--- config.mk ---
export PLATFORM = sky130hd
export DESIGN_NAME = des_event_status
export DESIGN_NICKNAME = d
export VERILOG_FILES = /design/src/hdl/des_pkg.sv /design/src/hdl/des_event_status.sv /design/src/hdl/des_edge_detect.sv
export VERILOG_INCLUDE_DIRS = /design/src /design/src/hdl
export SDC_FILE = /design/constraint.sdc
export NUM_CORES = 1
export LEC_CHECK = 0
export ABC_AREA = 0
export BUFFER_PORTS_ARGS = -buffer_cell sky130_fd_sc_hd__buf_2
export CORE_MARGIN = 2
export CORE_UTILIZATION = 30
export CTS_CLUSTER_DIAMETER = 40
export DETAILED_ROUTE_END_ITERATION = 16
export PLACE_DENSITY = 0.63
export SLEW_MARGIN = 20
export SYNTH_ARGS = -nofsm -noshare
export SYNTH_HDL_FRONTEND = slang
export SYNTH_SLANG_ARGS = --single-unit
export TNS_END_PERCENT = 30
--- constraint.sdc ---
create_clock -name sys_clk -period 1.6 [get_ports sys_clk]
set_input_delay 0.08 -clock sys_clk [delete_from_list [all_inputs] [get_ports sys_clk]]
set_output_delay 0.08 -clock sys_clk [all_outputs]
set_load 0.005 [all_outputs]
--- src/hdl/des_params.svh ---
// constants for the dma event status block
`ifndef DES_PARAMS_SVH
`define DES_PARAMS_SVH

`define DES_ADDR_W 8
`define DES_DATA_W 32
`define DES_STATUS_OFS 8'h2C
`define DES_ENABLE_OFS 8'h28
`define DES_FLAG_LSB 25
`define DES_FLAG_MSB 31
`define DES_FLAG_W 7
`define DES_FLAG_RESET 7'h00
`define DES_ENABLE_RESET 7'h00
`define DES_FLAG_LANE 3
`define DES_IDX_LINK 6
`define DES_IDX_TXD 5
`define DES_IDX_RXD 4
`define DES_IDX_TXU 3
`define DES_IDX_RXU 2
`define DES_IDX_TXS 1
`define DES_IDX_RXS 0
`define DES_LEVEL_W 5

`endif

--- src/hdl/des_pkg.sv ---
// types shared by the dma event status block
package des_pkg;
    typedef enum logic [1:0] {
        des_idle = 2'b01,
        des_ack = 2'b10
    } des_state_type;
endpackage

--- src/hdl/des_event_status.sv ---
// dma event status flags with avalon-mm register access
//
// Chosen here: the register addresses and register access over Avalon-MM.
`timescale 1ns/1ps
`include "des_params.svh"
module des_event_status
    import des_pkg::*;
(
    // clock and reset
    input wire logic sys_clk,
    input wire logic nrst,
    // avalon-mm slave
    input wire logic [`DES_ADDR_W-1:0] avs_address,
    input wire logic avs_read,
    input wire logic avs_write,
    input wire logic [`DES_DATA_W-1:0] avs_writedata,
    input wire logic [3:0] avs_byteenable,
    output logic [`DES_DATA_W-1:0] avs_readdata,
    output logic avs_waitrequest,
    // level events from mac and dma engines
    input wire logic link_up,
    input wire logic tx_frame_sent,
    input wire logic rx_frame_ready,
    input wire logic tx_dma_stopped,
    input wire logic rx_dma_stopped,
    // descriptor fetch strobes and ownership, start commands, rx frame recognized
    input wire logic tx_desc_fetch,
    input wire logic tx_desc_host_owned,
    input wire logic tx_start_cmd,
    input wire logic rx_desc_fetch,
    input wire logic rx_desc_host_owned,
    input wire logic rx_start_cmd,
    input wire logic rx_frame_recognized,
    // status out
    output logic tx_suspend,
    output logic rx_suspend,
    output logic irq
);
    des_state_type state, next_state;
    logic [`DES_FLAG_W-1:0] flags, next_flags, enable;
    logic [`DES_FLAG_W-1:0] set_vec, clr_vec;
    logic rx_prev_dev_owned;
    logic [`DES_LEVEL_W-1:0] lvl_in, lvl_rise, lvl_fall;

    // bus decode
    wire req = avs_read | avs_write;
    wire in_ack = (state == des_ack);
    wire wr_accept = in_ack & avs_write;
    wire rd_accept = in_ack & avs_read;
    wire hit_status = (avs_address == `DES_STATUS_OFS);
    wire hit_enable = (avs_address == `DES_ENABLE_OFS);
    wire lane_hi = avs_byteenable[`DES_FLAG_LANE];
    wire [`DES_FLAG_W-1:0] wr_bits =
        avs_writedata[`DES_FLAG_MSB:`DES_FLAG_LSB];

    // one wait state per access so read data come from a flop
    assign avs_waitrequest = req & ~in_ack;
    assign next_state = (state == des_idle && req) ? des_ack : des_idle;

    // level inputs: stopped states, done strobes, link
    assign lvl_in = {link_up, tx_frame_sent, rx_frame_ready,
                     tx_dma_stopped, rx_dma_stopped};

    des_edge_detect #(
        .WIDTH(`DES_LEVEL_W)
    ) u_edges (
        .sys_clk(sys_clk),
        .nrst(nrst),
        .level(lvl_in),
        .rise(lvl_rise),
        .fall(lvl_fall)
    );

    wire tx_unavail_ev = tx_desc_fetch & tx_desc_host_owned;
    // only the first host-owned fetch after a device-owned one counts
    wire rx_host_fetch = rx_desc_fetch & rx_desc_host_owned;
    wire rx_unavail_ev = rx_host_fetch & rx_prev_dev_owned;

    assign set_vec[`DES_IDX_LINK] = lvl_rise[4] | lvl_fall[4];
    assign set_vec[`DES_IDX_TXD] = lvl_rise[3];
    assign set_vec[`DES_IDX_RXD] = lvl_rise[2];
    assign set_vec[`DES_IDX_TXU] = tx_unavail_ev;
    assign set_vec[`DES_IDX_RXU] = rx_unavail_ev;
    assign set_vec[`DES_IDX_TXS] = lvl_rise[1];
    assign set_vec[`DES_IDX_RXS] = lvl_rise[0];

    // write one clears, zero leaves the bit; reads never clear
    assign clr_vec = (wr_accept & hit_status & lane_hi) ?
        wr_bits : '0;
    // set applied after clear so a coincident event survives
    assign next_flags = (flags & ~clr_vec) | set_vec;

    wire [`DES_DATA_W-1:0] rd_status =
        {flags, {`DES_FLAG_LSB{1'b0}}};
    wire [`DES_DATA_W-1:0] rd_enable =
        {enable, {`DES_FLAG_LSB{1'b0}}};
    wire [`DES_DATA_W-1:0] rd_mux = hit_status ? rd_status :
        (hit_enable ? rd_enable : 32'h0000_0000);

    always_ff @(posedge sys_clk or negedge nrst) begin
        if (!nrst) begin
            state <= des_idle;
            avs_readdata <= 32'h0000_0000;
        end else begin
            state <= next_state;
            if (state == des_idle && avs_read) begin
                avs_readdata <= rd_mux;
            end
        end
    end

    always_ff @(posedge sys_clk or negedge nrst) begin
        if (!nrst) begin
            flags <= `DES_FLAG_RESET;
        end else begin
            flags <= next_flags;
        end
    end

    always_ff @(posedge sys_clk or negedge nrst) begin
        if (!nrst) begin
            enable <= `DES_ENABLE_RESET;
        end else if (wr_accept && hit_enable && lane_hi) begin
            enable <= wr_bits;
        end
    end

    // registered so the interrupt line never glitches
    always_ff @(posedge sys_clk or negedge nrst) begin
        if (!nrst) begin
            irq <= 1'b0;
        end else begin
            irq <= |(flags & enable);
        end
    end

    // transmit waits for software's start command alone; it is up to
    // software to have returned the descriptor first
    always_ff @(posedge sys_clk or negedge nrst) begin
        if (!nrst) begin
            tx_suspend <= 1'b0;
        end else if (tx_unavail_ev) begin
            tx_suspend <= 1'b1;
        end else if (tx_start_cmd) begin
            tx_suspend <= 1'b0;
        end
    end

    always_ff @(posedge sys_clk or negedge nrst) begin
        if (!nrst) begin
            rx_suspend <= 1'b0;
        end else if (rx_host_fetch) begin
            rx_suspend <= 1'b1;
        end else if (rx_start_cmd || rx_frame_recognized) begin
            rx_suspend <= 1'b0;
        end
    end

    // last fetched receive descriptor ownership, device-owned at start
    always_ff @(posedge sys_clk or negedge nrst) begin
        if (!nrst) begin
            rx_prev_dev_owned <= 1'b1;
        end else if (rx_desc_fetch) begin
            rx_prev_dev_owned <= ~rx_desc_host_owned;
        end
    end
endmodule // des_event_status

--- src/hdl/des_edge_detect.sv ---
// edge detector bank for level event inputs
`timescale 1ns/1ps
module des_edge_detect #(
    parameter int WIDTH = 5
) (
    // clock and reset
    input wire logic sys_clk,
    input wire logic nrst,
    // levels in, edge pulses out
    input wire logic [WIDTH-1:0] level,
    output logic [WIDTH-1:0] rise,
    output logic [WIDTH-1:0] fall
);
    logic [WIDTH-1:0] prev;
    logic armed;

    // first cycle after reset only samples, so a level high in reset
    // is not mistaken for an edge
    always_ff @(posedge sys_clk or negedge nrst) begin
        if (!nrst) begin
            prev <= '0;
            armed <= 1'b0;
        end else begin
            prev <= level;
            armed <= 1'b1;
        end
    end

    assign rise = armed ? (level & ~prev) : '0;
    assign fall = armed ? (~level & prev) : '0;
endmodule // des_edge_detect

==> impl_metrics.toml, run 1 <==
[status]
status = "complete, no violations"

[drt]
avgViaCountPerCell = 4.17
first_iter_violations = 28
totalWireLength_um = 3040
firstDrtPassIters = 4
wl_per_cell_um = 11.3
drc = 0
vias = 1117
ant_nets = 0

[logic_synthesis]
synth_fa_ha_area_share_pct = 0
synth-simple-area-share_pct = 11.8
synth_warnings = 0
synth_cells = 137
synth.mux.area_fraction_pct = 11.4
synth_area_um2 = 1630
synth-xor-area-share_pct = 0.539
synth_compound_area_share_pct = 10.7
synth_seq_cells = 33
ys_seq_area_share_pct = 51.0
syn_avg_cell_area_um2 = 11.9
synth.distinct_cells = 33
synth_top_family_by_area = "buffers and inverters"

[sta]
slew_viol_final = 0
skew_ns = 0.00276
period_share_pct = 95.4
rsz0062_at_grt = "false"
setup_violations = 0
finalHoldViolCount = 0
finalSetupTns_ns = 0
hold_ws_ns = 0.0368
slew-limit-headroom_pct = 52.4
tightestPinTransition_ns = 0.714
fmax_mhz = 655
period_needed_ns = 1.53

[clock_network]
clockBufferDepth = 2
cts_tree = "yes"
clk_pin_slew_ns = 0.07
worstSkewPairLatency_ns = 0.28
cts_sinks = 33
postCtsSetupRepairBufs = 0
cts_made_buffers = 5
root_buffer = "clkbuf_8"
cts_max_level = 2

[final_layout]
fin_area_um2 = 2060
area_growth_pct = 26.8
diodes = 0
post_route_cells_drive_above_1_share_pct = 34.3
final_util_pct = 39.8
nets = 257

[global_route]
track_usage_pct = 10.9
grt_pass1_vias = 1062
overflow = 0
grt_pass1_wl_um = 4930
antenna_found_initial = 0
grt_max_degree = 34

[power]
pwr-share-clk_pct = 40.9
peakVddDrop_uv = 281
switching_share_pct = 23.1
p_comb_share_pct = 12.7
switchingPower_mw = 0.454
p_int_mw = 1.51
cellLeakagePower_nw = 1.05
seqPwrFrac_pct = 46.3
power_mw = 1.96
cellPowerDensity_nw_per_um2 = 953

[min_path]
hold_path_depth = 2
whs_endpoint = "enable[2]"
holdCritStartpoint = "avs_writedata[27]"
min_path_type = "input pin to flop"

[setup_path]
r2r_setup_slack_ns = 0.07
timing.rr.end = "enable[4]"
arrival_ns = 1.70
crit_path_max_fanout = 7
rr_worst_depth = 3
worstSetupPathType = "flop to flop"
startpoint_type = "flop"
crit_path_end_kind = "flop"
cp.required_ns = 1.77
rr_startpoint = "state[0]"

[floorplanning]
initial_core_util_pct = 31.4
core_area_um2 = 5170
ios = 96
die_x_um = 77.6
rows = 26
dieArea_um2 = 6020
die_h_um = 77.6

[placed_design]
postPlaceCellArea_um2 = 1840
post-dp-hpwl_um = 2280
port_buffers = 42
gp_congestion = 0.706

[run]
drv_cap = 0
[final cells by class]
type	count	area (µm²)
clock buffers	7	86.3
fillers	521	3110
clock inverters	1	30.0
inverters	6	22.5
repair buffers	57	348
flip-flops and latches	33	828
well taps	70	87.6
multi-input cells	94	658
[through the flow]
stage / instances / setup WS, ns
CTS: 268 / 0.0618
floorplan: 161 / 0.129
finish: 268 / 0.0737
global placement: 250 / 0.0193
detailed placement: 250 / -0.0137
global route: 268 / 0.0390
[synthesized netlist by cell type]
cell type   n  area share, %
nor2_1      2           0.46
a31oi_1     1           0.39
or3_1       1           0.39
and4b_1     2            1.2
buf_2       1           0.31
mux2_4      7            6.5
nand3_1     2           0.62
a21o_1      1           0.46
mux2i_1     8            4.9
dfrtp_1    31             48
nor2b_1     7            2.7
conb_1      2           0.46
a21oi_1     2           0.62
buf_4      25             12
nor3b_2     1           0.77
a22o_1      1           0.54
nand2_1    10            2.3
xor2_1      1           0.54
clkbuf_1    1           0.23
o22ai_1     1           0.39
o21ai_0     2           0.62
nand3b_1    1           0.46
a222oi_1    1           0.62
o31ai_1     7            3.2
a22oi_1     2           0.92
nor4b_4     1            1.5
dfstp_2     2            3.2
a221o_1     4            2.5
inv_1       6            1.4
nand4_2     1           0.77
and4_2      1           0.62
o21a_1      1           0.46
buf_6       1           0.69
[worst max-delay path by stage]
| stage | end | start | cells after the start |
|---|---|---|---|
| after detailed placement | enable[0] | state[0] | 3 |
| final | enable[4] | state[0] | 3 |
| after CTS | enable[4] | state[0] | 3 |
| after global routing | enable[6] | state[0] | 3 |
| after floorplan | enable[0] | state[0] | 4 |
| after global placement | enable[3] | state[0] | 3 |
[worst max-delay path, cell delays in order, from the launching register on]
cell and delay (ns):
dfstp_2 0.54, and4b_1 0.21, and4b_2 0.34, mux2_4 0.32
[cells in the final DEF, fill, tap and decap left out, drive strengths merged, types with 2 or more instances in the layout]
cell         synthesis  final
a21oi                2      2
a221o                4      4
a22oi                2      2
and4b                2      2
buf                 27     47
clkbuf               1      7
conb                 2     26
dfrtp               31     31
dfstp                2      2
dlygate4sd3          0     10
inv                  6      6
mux2                 7      7
mux2i                8      8
nand2               10     10
nand3                2      2
nor2                 2      2
nor2b                7      7
o21ai                2      2
o31ai                7      7
[per-layer routing]
layer	vias up	part of all wire [%]	GRT usage (%)
met5	-	0	0
met4	0	2.6	6.96
met3	7	7.2	4.19
met2	45	46	16.6
met1	514	44	12.6
li1	551	-	-
[what timing repair did]
item / in CTS / in global routing
endpoints found under the hold margin: 39 / 0
gates resized for setup: 1 / 0
endpoints found under the setup margin: 7 / 0
hold buffers: 10 / 0
[sequential cells by signal, summed over array words and instances (netlist names)]
signal and flops:
flags 7, u_edges.prev 5, enable 7, irq 1, state 2, avs_readdata 7
u_edges.armed 1, tx_suspend 1, rx_suspend 1, rx_prev_dev_owned 1
[power groups by stage]
stage	sequential [mW]	combinational (mW)	clock, mW
floorplan	0.922	0.165	0
global placement	0.924	0.227	0
detailed placement	0.926	0.231	0
CTS	0.910	0.252	0.827
global route	0.914	0.281	0.863
finish	0.910	0.250	0.804
[cells by family (layout without fill, tap and decap cells)]
family / count (synthesis) / count (layout)
compound gates: 23 / 23
xor+xnor: 1 / 1
buf+inv: 34 / 71
flops: 33 / 33
mux: 15 / 15
other cells: 2 / 26
simple gates: 29 / 29
Note: power is estimated with default switching activity, not from simulation.
==> inputs of run 2 (changes only) <==
RECOVER_POWER = 100   (was unset)
clock period = 1.5 ns   (was 1.6 ns; I/O delays follow)
==> run 2 against run 1 <==
Wire length shrank 0.63%. Clock-buffer cell count did not move. Fmax increased by 6.9%. Clock skew up 0.0015 ns. Clock power rose by 5.7%. Non-clock buffer count is 3 higher. Hold slack better by 0.0022 ns. Sequential power rose by 6.0%. Design area grew 1.0%. Die area stayed put. Total power rose by 7.6%. First-iteration DRC count grew 32%.
==> impl_metrics.toml, run 2 (synthesized netlist as in run 1, its figures left out) <==
[status]
status = "complete, no violations"

[clock_network]
clk_pin_slew_ns = 0.06
root_buffer = "clkbuf_8"
cts_max_level = 2
cts_sinks = 33
clockBufferDepth = 2
postCtsSetupRepairBufs = 0
worstSkewPairLatency_ns = 0.28
cts_tree = "yes"
cts_made_buffers = 5

[power]
switchingPower_mw = 0.485
switching_share_pct = 23.0
p_int_mw = 1.63
peakVddDrop_uv = 388
pwr-share-clk_pct = 40.2
seqPwrFrac_pct = 45.6
power_mw = 2.11
cellLeakagePower_nw = 1.03
p_comb_share_pct = 14.1
cellPowerDensity_nw_per_um2 = 1020

[setup_path]
arrival_ns = 1.59
startpoint_type = "flop"
crit_path_max_fanout = 7
cp.required_ns = 1.66
worstSetupPathType = "flop to flop"
crit_path_end_kind = "flop"

[sta]
period_needed_ns = 1.43
finalHoldViolCount = 0
skew_ns = 0.00429
slew-limit-headroom_pct = 47.7
fin_ws_ns = 0.0728
slew_viol_final = 0
fmax_mhz = 701
tightestPinTransition_ns = 0.784
setup_violations = 0
hold_ws_ns = 0.0390
rsz0062_at_grt = "false"
period_share_pct = 95.1

[final_layout]
final_cell_mix = "buf_2 (35), dfrtp_1 (31), conb_1 (26), nand2_1 (10), dlygate4sd3_1 (10)"
nets = 260
regArea_um2 = 828
post_route_cells_drive_above_1_share_pct = 32.3
layout_commonest_cell = "buf_2"
multi_input_area_um2 = 669
nFillCells = 517
fin_area_um2 = 2080
diodes = 0
stdcell_count = 271
top_regs = "avs_readdata: 7 flops, enable: 7 flops, flags: 7 flops"
area_growth_pct = 28.1

[floorplanning]
initial_core_util_pct = 31.4
dieArea_um2 = 6020
die_x_um = 77.6
ios = 96
core_area_um2 = 5170
die_h_um = 77.6
rows = 26

[global_route]
track_usage_pct = 10.8
grt_pass1_vias = 1102
grt_max_degree = 34
overflow = 0
grt_pass1_wl_um = 5090
antenna_found_initial = 0

[drt]
ant_nets = 0
drc = 0
first_iter_violations = 37
vias = 1099
wl_per_cell_um = 11.1
totalWireLength_um = 3020
avgViaCountPerCell = 4.06
firstDrtPassIters = 4

[placed_design]
gp_congestion = 0.733
postPlaceCellArea_um2 = 1870
dp.cells = 253
port_buffers = 42
post-dp-hpwl_um = 2390
post-place-ws_ns = -0.105

[min_path]
min_path_type = "input pin to flop"

[run]
drv_cap = 0
run 2: changes by cell type in the layout (fill, tap and decap cells not counted), sizes merged:
cell / delta
clkbuf: +10
buf: -7
run 2: what timing repair did:
| action | 4_1_cts | 5_1_grt |
|---|---|---|
| gates resized for setup | 2 | 1 |
| hold buffers | 10 | 0 |
| hold endpoints to repair | 39 | 0 |
| endpoints found under the setup margin | 7 | 4 |
| pin swaps | 0 | 0 |
run 2: worst paths after layout:
check | from | slack (ns) | to | cells after the start
max | state[0] | 0.07 | enable[1] | 3
min | avs_writedata[29] | 0.04 | enable[4] | 2
max reg2reg | state[0] | 0.07 | enable[1] | 3
min reg2reg | avs_readdata[26] | 0.48 | avs_readdata[26] | 2
max in group asynchronous | nrst | 0.51 | avs_readdata[28] | 3
min in group asynchronous | nrst | 0.48 | tx_suspend | 3
run 2: final cells by class:
class                   count  share of cell area (%)
flip-flops and latches     33                    39.8
multi-input cells          94                    32.2
repair buffers             60                    17.2
well taps                  70                    4.21
clock buffers               7                    4.15
clock inverters             1                    1.44
inverters                   6                    1.08
run 2: metal layers:
| metal | global-route usage, % | wire length, µm | vias up |
|---|---|---|---|
| met3 | 3.37 | 163 | 7 |
| met2 | 17.5 | 1440 | 38 |
| met1 | 13.0 | 1360 | 499 |
| met4 | 5.36 | 57 | 0 |
| li1 | - | - | 555 |
| met5 | 0 | 0 | - |
run 2: metrics by stage:
| step | TNS (ns) | utilization (%) |
|---|---|---|
| after floorplan | 0 | - |
| after global placement | -0.511 | 36.1 |
| after detailed placement | -0.694 | 36.1 |
| after CTS | 0 | 40.3 |
| after global routing | 0 | 40.3 |
| final | 0 | 40.3 |
run 2: worst max-delay path, cell delays in order, from the launching register on:
cell and delay (ns):
dfstp_2 0.37, and4b_1 0.28, and4b_4 0.36, mux2_4 0.31
run 2: power groups by stage:
stage / Clock [mW] / Combinational (mW) / Sequential (mW)
CTS: 0.885 / 0.313 / 0.965
finish: 0.850 / 0.299 / 0.965
floorplan: 0 / 0.176 / 0.984
detailed placement: 0 / 0.291 / 0.982
global placement: 0 / 0.283 / 0.979
global route: 0.917 / 0.339 / 0.968
